===== src/uspc_pkg.sv =====
// Constants shared by the USB host port status and control block
package uspc_pkg;
    // Register decode and reset value
    localparam logic [7:0] PSC_OFS = 8'h00;
    localparam logic [31:0] PSC_RESET = 32'h0000_2000;
    // Field positions
    localparam int B_CS = 0;
    localparam int B_CS_CHG = 1;
    localparam int B_EN = 2;
    localparam int B_EN_CHG = 3;
    localparam int B_OC_ACT = 4;
    localparam int B_OC_CHG = 5;
    localparam int B_FR = 6;
    localparam int B_SUSP = 7;
    localparam int B_RST = 8;
    localparam int B_LINE_LO = 10;
    localparam int B_POWER = 12;
    localparam int B_OWNER = 13;
    // Line encodings as {D+, D-}
    localparam logic [1:0] LINE_SE0 = 2'h0;
    localparam logic [1:0] LINE_J = 2'h2;
    localparam logic [1:0] LINE_K = 2'h1;
    // Settle time after reset or resume ends
    localparam int CLK_PERIOD_NS = 4;
    localparam int T_SETTLE_NS = 2000000;
    localparam int SETTLE_CYC = T_SETTLE_NS / CLK_PERIOD_NS;
    typedef enum logic [2:0] {PS_IDLE, PS_RESET, PS_RST_END, PS_RESUME, PS_RES_END} uspc_state_e;
endpackage


===== src/uspc_port_if.sv =====
// Carrier between the port controller, its line monitor and its timer
`timescale 1ns/1ns
`default_nettype none
interface uspc_port_if #(parameter int TW = 20);
    logic line_dp;
    logic line_dm;
    logic [1:0] line_state;
    logic j_to_k;
    logic tmr_load;
    logic [TW-1:0] tmr_val;
    logic tmr_done;
    modport mon (input line_dp, line_dm, output line_state, j_to_k);
    modport tmr (input tmr_load, tmr_val, output tmr_done);
    modport ctl (output line_dp, line_dm, tmr_load, tmr_val, input line_state, j_to_k, tmr_done);
endinterface
`default_nettype wire


===== src/uspc_port_ctl.sv =====
// Status and control register and sequencing for one root hub port
//
// The register addresses and the strobed register port were left to the implementer.
`timescale 1ns/1ns
`default_nettype none
module uspc_port_ctl
    import uspc_pkg::*;
#(
    parameter int SETTLE_CYCLES = SETTLE_CYC
) (
    // Clock and reset
    input wire logic sys_clk,
    input wire logic rst_n,
    // Register port
    input wire logic [7:0] reg_addr,
    input wire logic [31:0] reg_wdata,
    input wire logic reg_wr,
    input wire logic reg_rd,
    output logic [31:0] reg_rdata,
    // Controller status
    input wire logic global_configured_flag,
    input wire logic controller_halted,
    input wire logic power_control_capable,
    output logic port_change_detect,
    // Port sensing
    input wire logic line_dp,
    input wire logic line_dm,
    input wire logic connect_in,
    input wire logic overcurrent_in,
    input wire logic hs_detected,
    input wire logic port_error_eof2,
    input wire logic transaction_busy,
    // Port control
    output logic port_power_out,
    output logic companion_owns,
    output logic drive_bus_reset,
    output logic drive_resume_k,
    output logic downstream_enable
);
    localparam int TW = $clog2(SETTLE_CYCLES + 1);

    typedef struct packed {
        uspc_state_e st;
        logic owner;
        logic power;
        logic rst_bit;
        logic rst_clr;
        logic hs_seen;
        logic susp;
        logic susp_req;
        logic fr;
        logic oc_chg;
        logic oc_act;
        logic en_chg;
        logic en;
        logic cs_chg;
        logic cs;
        logic cfg_prev;
        logic pcd;
        logic drv_rst;
        logic drv_k;
        logic ds_en;
        logic tmr_load;
        logic [31:0] rdata;
    } uspc_ctl_s;

    uspc_ctl_s q_reg, q_next;
    logic wr_hit;
    logic rd_hit;
    logic [31:0] rd_val;

    uspc_port_if #(.TW(TW)) pif ();

    uspc_line_mon u_line_mon (
        .sys_clk(sys_clk),
        .rst_n(rst_n),
        .pif(pif.mon)
    );

    uspc_timer #(.TW(TW)) u_timer (
        .sys_clk(sys_clk),
        .rst_n(rst_n),
        .pif(pif.tmr)
    );

    assign pif.line_dp = line_dp;
    assign pif.line_dm = line_dm;
    assign pif.tmr_load = q_reg.tmr_load;
    assign pif.tmr_val = TW'(SETTLE_CYCLES);
    assign wr_hit = reg_wr && (reg_addr == PSC_OFS);
    assign rd_hit = reg_rd && (reg_addr == PSC_OFS);

    // Connect, enable, suspend, resume and reset bits already read zero when unpowered, since the state clears them
    always_comb begin
        rd_val = '0;
        rd_val[B_OWNER] = q_reg.owner;
        rd_val[B_POWER] = q_reg.power;
        rd_val[B_LINE_LO+1:B_LINE_LO] = pif.line_state;
        rd_val[B_RST] = q_reg.rst_bit;
        rd_val[B_SUSP] = q_reg.susp;
        rd_val[B_FR] = q_reg.fr;
        rd_val[B_OC_CHG] = q_reg.oc_chg;
        rd_val[B_OC_ACT] = q_reg.oc_act;
        rd_val[B_EN_CHG] = q_reg.en_chg;
        rd_val[B_EN] = q_reg.en;
        rd_val[B_CS_CHG] = q_reg.cs_chg;
        rd_val[B_CS] = q_reg.cs;
    end

    always_comb begin
        q_next = q_reg;
        q_next.pcd = 1'b0;
        q_next.tmr_load = 1'b0;
        q_next.rdata = rd_hit ? rd_val : '0;
        q_next.cfg_prev = global_configured_flag;
        // Ownership
        if (wr_hit && global_configured_flag) begin
            q_next.owner = reg_wdata[B_OWNER];
        end
        if (global_configured_flag && !q_reg.cfg_prev) begin
            q_next.owner = 1'b0;
        end
        if (!global_configured_flag) begin
            q_next.owner = 1'b1;
        end
        // Power switch; without switches the port is always powered
        if (!power_control_capable) begin
            q_next.power = 1'b1;
        end else if (wr_hit) begin
            q_next.power = reg_wdata[B_POWER];
        end
        if (power_control_capable && q_reg.power && overcurrent_in && !q_reg.oc_act) begin
            q_next.power = 1'b0;
        end
        // Over-current; clear first so a same-cycle change wins
        q_next.oc_act = overcurrent_in;
        if (wr_hit && reg_wdata[B_OC_CHG]) begin
            q_next.oc_chg = 1'b0;
        end
        if (overcurrent_in != q_reg.oc_act) begin
            q_next.oc_chg = 1'b1;
        end
        // Connect status
        q_next.cs = q_reg.power && connect_in;
        if (wr_hit && reg_wdata[B_CS_CHG]) begin
            q_next.cs_chg = 1'b0;
        end
        if (q_next.cs != q_reg.cs) begin
            q_next.cs_chg = 1'b1;
        end
        // Enable: software may only clear it
        if (wr_hit && reg_wdata[B_EN_CHG]) begin
            q_next.en_chg = 1'b0;
        end
        if (wr_hit && !reg_wdata[B_EN]) begin
            q_next.en = 1'b0;
        end
        if (q_reg.en && port_error_eof2) begin
            q_next.en = 1'b0;
            q_next.en_chg = 1'b1;
        end
        if (!q_next.cs) begin
            q_next.en = 1'b0;
        end
        // Suspend takes effect only once the bus is quiet
        if (wr_hit && reg_wdata[B_SUSP] && q_reg.en && !q_reg.susp) begin
            q_next.susp_req = 1'b1;
        end
        if (q_reg.susp_req && !transaction_busy) begin
            q_next.susp = 1'b1;
            q_next.susp_req = 1'b0;
        end
        // Resume entry, by software or by remote wake
        if (q_reg.st == PS_IDLE && !q_reg.fr) begin
            if (wr_hit && reg_wdata[B_FR]) begin
                q_next.fr = 1'b1;
                q_next.drv_k = 1'b1;
                q_next.st = PS_RESUME;
            end else if (q_reg.susp && q_reg.en && pif.j_to_k) begin
                q_next.fr = 1'b1;
                q_next.pcd = 1'b1;
                q_next.drv_k = 1'b1;
                q_next.st = PS_RESUME;
            end
        end
        unique case (q_reg.st)
            PS_IDLE: begin
            end
            PS_RESUME: begin
                if (wr_hit && !reg_wdata[B_FR]) begin
                    q_next.drv_k = 1'b0;
                    q_next.tmr_load = 1'b1;
                    q_next.st = PS_RES_END;
                end
            end
            PS_RES_END: begin
                if (pif.tmr_done) begin
                    q_next.fr = 1'b0;
                    q_next.susp = 1'b0;
                    q_next.st = PS_IDLE;
                end
            end
            PS_RESET: begin
                if (hs_detected) begin
                    q_next.hs_seen = 1'b1;
                end
                if (wr_hit && !reg_wdata[B_RST]) begin
                    q_next.rst_clr = 1'b1;
                end
                // A halted controller keeps the bus reset going
                if ((q_reg.rst_clr || (wr_hit && !reg_wdata[B_RST])) && !controller_halted) begin
                    q_next.drv_rst = 1'b0;
                    q_next.tmr_load = 1'b1;
                    q_next.st = PS_RST_END;
                end
            end
            PS_RST_END: begin
                if (pif.tmr_done) begin
                    q_next.rst_bit = 1'b0;
                    q_next.en = q_reg.hs_seen && q_next.cs;
                    q_next.st = PS_IDLE;
                end
            end
            default: begin
                q_next.st = PS_IDLE;
            end
        endcase
        // Reset start overrides suspend, resume and enable
        if (wr_hit && reg_wdata[B_RST] && !q_reg.rst_bit && q_reg.power) begin
            q_next.rst_bit = 1'b1;
            q_next.rst_clr = 1'b0;
            q_next.hs_seen = 1'b0;
            q_next.drv_rst = 1'b1;
            q_next.drv_k = 1'b0;
            q_next.susp = 1'b0;
            q_next.susp_req = 1'b0;
            q_next.fr = 1'b0;
            q_next.en = 1'b0;
            q_next.st = PS_RESET;
        end
        if (!q_next.power) begin
            q_next.rst_bit = 1'b0;
            q_next.rst_clr = 1'b0;
            q_next.susp = 1'b0;
            q_next.susp_req = 1'b0;
            q_next.fr = 1'b0;
            q_next.en_chg = 1'b0;
            q_next.en = 1'b0;
            q_next.cs_chg = 1'b0;
            q_next.cs = 1'b0;
            q_next.drv_rst = 1'b0;
            q_next.drv_k = 1'b0;
            q_next.st = PS_IDLE;
        end
        // Traffic only in the enabled state
        q_next.ds_en = q_next.en && !q_next.susp && !q_next.susp_req;
    end

    always_ff @(posedge sys_clk) begin
        if (!rst_n) begin
            q_reg <= '0;
            q_reg.owner <= PSC_RESET[B_OWNER];
            q_reg.st <= PS_IDLE;
        end else begin
            q_reg <= q_next;
        end
    end

    assign reg_rdata = q_reg.rdata;
    assign port_change_detect = q_reg.pcd;
    assign port_power_out = q_reg.power;
    assign companion_owns = q_reg.owner;
    assign drive_bus_reset = q_reg.drv_rst;
    assign drive_resume_k = q_reg.drv_k;
    assign downstream_enable = q_reg.ds_en;
endmodule
`default_nettype wire


===== src/uspc_line_mon.sv =====
// Samples D+ and D- and flags a J to K transition
`timescale 1ns/1ns
`default_nettype none
module uspc_line_mon
    import uspc_pkg::*;
(
    // Clock and reset
    input wire logic sys_clk,
    input wire logic rst_n,
    // Line side
    uspc_port_if.mon pif
);
    typedef struct packed {
        logic [1:0] line;
        logic jk;
    } uspc_mon_s;
    uspc_mon_s q_reg, q_next;

    always_comb begin
        q_next = q_reg;
        q_next.line = {pif.line_dp, pif.line_dm};
        q_next.jk = (q_reg.line == LINE_J) && ({pif.line_dp, pif.line_dm} == LINE_K);
    end

    always_ff @(posedge sys_clk) begin
        if (!rst_n) begin
            q_reg <= '0;
        end else begin
            q_reg <= q_next;
        end
    end

    assign pif.line_state = q_reg.line;
    assign pif.j_to_k = q_reg.jk;
endmodule
`default_nettype wire


===== src/uspc_timer.sv =====
// Down counter that pulses done when a loaded interval has run out
`timescale 1ns/1ns
`default_nettype none
module uspc_timer #(
    parameter int TW = 20
) (
    // Clock and reset
    input wire logic sys_clk,
    input wire logic rst_n,
    // Load and done
    uspc_port_if.tmr pif
);
    typedef struct packed {
        logic [TW-1:0] cnt;
        logic run;
        logic done;
    } uspc_tmr_s;
    uspc_tmr_s q_reg, q_next;

    always_comb begin
        q_next = q_reg;
        q_next.done = 1'b0;
        if (pif.tmr_load) begin
            q_next.cnt = pif.tmr_val;
            q_next.run = 1'b1;
        end else if (q_reg.run) begin
            if (q_reg.cnt <= TW'(1)) begin
                q_next.run = 1'b0;
                q_next.done = 1'b1;
            end else begin
                q_next.cnt = q_reg.cnt - TW'(1);
            end
        end
    end

    always_ff @(posedge sys_clk) begin
        if (!rst_n) begin
            q_reg <= '0;
        end else begin
            q_reg <= q_next;
        end
    end

    assign pif.tmr_done = q_reg.done;
endmodule
`default_nettype wire


===== config.mk =====
export PLATFORM = sky130hd
export DESIGN_NAME = uspc_port_ctl
export DESIGN_NICKNAME = d
export VERILOG_FILES = /design/src/uspc_pkg.sv /design/src/uspc_port_if.sv /design/src/uspc_port_ctl.sv /design/src/uspc_line_mon.sv /design/src/uspc_timer.sv
export SDC_FILE = /design/constraint.sdc
export NUM_CORES = 1
export LEC_CHECK = 0
export ABC_CLOCK_PERIOD_IN_PS = 4800
export BUFFER_PORTS_ARGS = -buffer_cell sky130_fd_sc_hd__buf_2
export CAP_MARGIN = 20
export CORE_ASPECT_RATIO = 2
export CORE_MARGIN = 2
export CORE_UTILIZATION = 40
export DETAILED_ROUTE_END_ITERATION = 8
export HOLD_SLACK_MARGIN = 0.08
export PLACE_DENSITY = 0.66
export SLEW_MARGIN = 20
export SYNTH_ARGS = -nofsm -noshare
export SYNTH_HDL_FRONTEND = slang
export SYNTH_SLANG_ARGS = --single-unit
export TNS_END_PERCENT = 30

===== constraint.sdc =====
create_clock -name sys_clk -period 4.8 [get_ports sys_clk]
set_input_delay 0.48 -clock sys_clk [delete_from_list [all_inputs] [get_ports sys_clk]]
set_output_delay 0.48 -clock sys_clk [all_outputs]
set_load 0.05 [all_outputs]

==> flow_results.org <==
** Run status
- Run status :: finished, final reports clean

** Die
- IO Pins :: between 90 and 100
- Once the floorplan was initialized, standard cells occupied 40.8% of the core.
- The die is roughly 120 um tall.
- Count of standard-cell rows :: 43
- The die covers 0.00770 sq mm.
- The core region is ~0.0068 sq mm.
- From left edge to right edge, the die measures 63.0 um.

** Run
- Max-cap violations in this run came to 0.

** Clocking
- In this run, CTS created clock tree buffers numbering 9.
- Number of setup buffers added after CTS :: 0
- Count of clock tree sinks :: 60
- Number of buffers inserted by hold repair at cts :: 0
- Clock Tree Buf Depth :: 2
- Clock latency on the worst-skew pair, taken at its later pin, is approximately 0.32 ns.
- Clock tree from TritonCTS :: yes
- In this run, post-CTS repair resized a total of 0 instances.
- The root buffer cell chosen for the clock tree is sky130_fd_sc_hd__clkbuf_16.
- H-tree level count :: 3
- Reg clk slew, reported paths :: approximately 0.050 ns

** Layout
- Fraction of layout cells with a size suffix above 1 :: around a fifth
- Fill cell count :: a little under 700
- Relative to the synthesized area, the layout overhead comes to 16.7%.
- For this run, the number of standard cells in the final layout without fillers is between 400 and 500.
- Share of the core filled with cells :: 47.6%
- Final Cell Area :: between 0.003 and 0.004 sq mm
- Leaving out fill and tap cells, the most frequent cells in the layout are sky130_fd_sc_hd__dfxtp_1 (60), sky130_fd_sc_hd__buf_2 (49), sky130_fd_sc_hd__nor2_1 (26).
- Diode count :: 0
- The register with the most flip-flops in the layout has 20 of them.
- Total Nets Final :: 405
- Most common library cell in the layout ignoring fill and taps :: sky130_fd_sc_hd__dfxtp_1

** Setup path
- Walking the worst path, the cells encountered are buf_2 -> nor4_1 -> and3_1 -> mux2i_1 -> nand3_1 -> a311oi_1.
- On the critical path the largest part of the delay comes from simple AND/OR/NAND/NOR gates.
- Critical Setup Path Class :: in2reg
- In this design, the stage delay of the slowest critical-path cell is around 0.49 ns.
- Critical-path cell with the highest stage delay :: sky130_fd_sc_hd__nor4_1
- The number of buffers and inverters on the critical path is 1.
- The critical path runs through a total of 6 cells.
- STA classifies the critical path startpoint as an input pin.
- WP data arrival :: ~2.5 ns
- Worst Path Max Fanout :: 9
- Worst Reg2Reg Path Length in Cells :: 5
- Critical Path End Type :: flip-flop
- Required @ worst endpoint :: between 5 and 6 ns

** Drt
- After the first detailed-routing iteration, the DRC count stood at 107.
- Vias :: 2232
- For this run, design rule violations remaining after detail routing come to 0.
- The pre-antenna-repair detailed-routing pass consisted of 5 iterations.
- Number of vias per cell after detailed routing :: between 5 and 6
- After detailed routing, the average wire length per cell comes to ~13 um.
- Wires add up to approximately 5700 um.
- The count of nets left with antenna violations once routing finished came out at 0.

** Yosys
- Register bit count reported by yosys :: 60
- Sequential element share of the synthesized area :: 43.1%
- For this run, the leading register cell type out of synthesis is sky130_fd_sc_hd__dfxtp_1.
- Post-Syn Instances :: 311
- Counting flops with an async set or reset pin after synthesis yields a share of 0%.
- After synthesis, the netlist uses 52 different library cells.
- Counting flops with a built-in enable in the synthesized netlist gives 0.
- Averaged over all synthesized cells, the footprint is roughly 9 sq um.
- The Yosys step of the flow raised 0 warnings.
- Mapped Area :: ~0.0028 sq mm

** Timing
- Final Hold Violating Endpoints :: 0
- Total negative slack for setup checks :: 0 ns
- Measured against its own limit, the worst slew margin works out to 49.5%.
- Clock skew on the completed layout was measured at roughly 0.0057 ns.
- Post-layout minimum cycle time :: 2.29 ns
- Static timing analysis puts the maximum clock frequency at about 0.44 GHz.
- Across all hold checks on the routed design, the worst slack comes to approximately 0.38 ns.
- Worst Max-Slew Pin Slew :: 0.754 ns
- After layout, the worst path uses a little under half of the clock period.
- Max-slew violation count :: 0
- RSZ-0062 raised after global routing :: false
- Setup violations remaining at the end of the flow were counted as 0.
- Final critical-path setup slack :: ~2.5 ns

** Place
- Last weighted congestion value of the routability-driven placer :: between 0.8 and 0.9
- Instance area at placement :: approximately 0.0029 sq mm
- Prior to clock tree synthesis, the placed netlist has a worst setup slack of 2.19 ns.
- Total instance count after detailed placement :: roughly 430
- Half-perimeter wire length of the detailed placement result :: roughly 4200 um
- During placement, the flow inserted port buffers numbering 49.

** Pwr
- The design draws between 1 and 1.5 mW.
- Static leakage :: roughly 1.3 nW
- Worst IR Drop VDD :: 309 uV
- Areal power density over the cells :: 386 mW/mm^2

** GRT
- The first global-routing pass estimated 9820 um of wire.
- The number of global-route vias before repair is approximately 2100.
- In the global route stage, overall resource usage came out at between 10% and 20%.
- Initial antenna violation count :: 0
- Leftover overflow at the end of global routing :: 0
- Largest net degree at the start of global routing :: 14

** Hold path
- Worst min-delay path category :: in2reg
- Hold-critical path depth :: 2
## final cells by class
| type | count | area [sq um] | area share (%) |
|---|---|---|---|
| multi-input cells | 217 | 1330 | 40.9 |
| flip-flops and latches | 60 | 1200 | 36.9 |
| inverters | 12 | 45.0 | 1.38 |
| well taps | 90 | 113 | 3.46 |
| repair buffers | 49 | 245 | 7.53 |
| clock inverters | 4 | 72.6 | 2.23 |
| clock buffers | 12 | 246 | 7.57 |
## synth_stat cells, types with 2 or more instances
cell	instances	area, sq um
sky130_fd_sc_hd__mux2i_1	3	30.0
sky130_fd_sc_hd__dfxtp_1	60	1200
sky130_fd_sc_hd__nor3b_1	2	15.0
sky130_fd_sc_hd__nand4_1	2	12.5
sky130_fd_sc_hd__a211oi_1	2	15.0
sky130_fd_sc_hd__ha_1	2	25.0
sky130_fd_sc_hd__xnor2_1	8	70.1
sky130_fd_sc_hd__inv_1	11	41.3
sky130_fd_sc_hd__nand3_1	7	35.0
sky130_fd_sc_hd__and3_1	4	25.0
sky130_fd_sc_hd__a31oi_1	2	12.5
sky130_fd_sc_hd__nand2_1	16	60.1
sky130_fd_sc_hd__o31ai_1	2	15.0
sky130_fd_sc_hd__clkbuf_1	7	26.3
sky130_fd_sc_hd__nor4_1	4	25.0
sky130_fd_sc_hd__or4_1	3	22.5
sky130_fd_sc_hd__nand2b_1	5	31.3
sky130_fd_sc_hd__and2_1	18	113
sky130_fd_sc_hd__or3_1	6	37.5
sky130_fd_sc_hd__o21a_1	3	22.5
sky130_fd_sc_hd__o211ai_1	6	45.0
sky130_fd_sc_hd__a311oi_1	3	26.3
sky130_fd_sc_hd__o21ai_1	4	20.0
sky130_fd_sc_hd__nor3_2	2	20.0
sky130_fd_sc_hd__nor2_1	26	97.6
sky130_fd_sc_hd__xor2_1	6	52.6
sky130_fd_sc_hd__nand3b_1	3	22.5
sky130_fd_sc_hd__o21ai_0	6	30.0
sky130_fd_sc_hd__buf_4	32	240
sky130_fd_sc_hd__a21oi_1	23	115
sky130_fd_sc_hd__nor3_1	8	40.0
sky130_fd_sc_hd__nor2b_1	4	25.0
sky130_fd_sc_hd__a22oi_1	2	15.0
## logic make-up (layout without fill, tap and decap cells)
kind of cell	Yosys count	count (layout)	synth area share, %
AOI/OAI and AO/OA	60	60	13.6
xor gates and xnor gates	14	14	4.40
adders and majority gates	2	2	0.897
buffers and inverters	52	77	11.6
DFF	60	60	43.1
muxes	3	3	1.08
other	1	19	0.134
and+or+nand+nor	119	119	25.2
## worst paths after layout
kind                                      startpoint                                       to  slack, ns
max                                      reg_addr[1]             downstream_enable$_SDFF_PN0_       2.51
min                                          line_dp  u_line_mon.pif.line_state[1]$_SDFF_PN0_       0.38
max reg2reg           u_timer.q_reg[13]$_SDFFE_PP0P_            u_timer.q_reg[3]$_SDFFE_PP0P_       2.76
min reg2reg  u_line_mon.pif.line_state[1]$_SDFF_PN0_                 reg_rdata[11]$_SDFF_PN0_       0.46
## power by group
part,internal (mW),total [mW],switching (mW)
sequential,0.503,0.506,0.00300
combinational,0.0150,0.0699,0.0550
clock,0.467,0.681,0.214
total,0.985,1.26,0.272
## metal layers
layer | share of wire (%) | GRT usage [%] | vias up | routed length, um
li1 | - | - | 1112 | -
met1 | 44 | 19.4 | 1046 | 2490
met2 | 48 | 26.5 | 64 | 2760
met3 | 6.1 | 4.99 | 10 | 349
met4 | 2.0 | 8.19 | 0 | 117
met5 | 0 | 0 | - | 0
No activity file was read; power rests on OpenSTA's default activity.
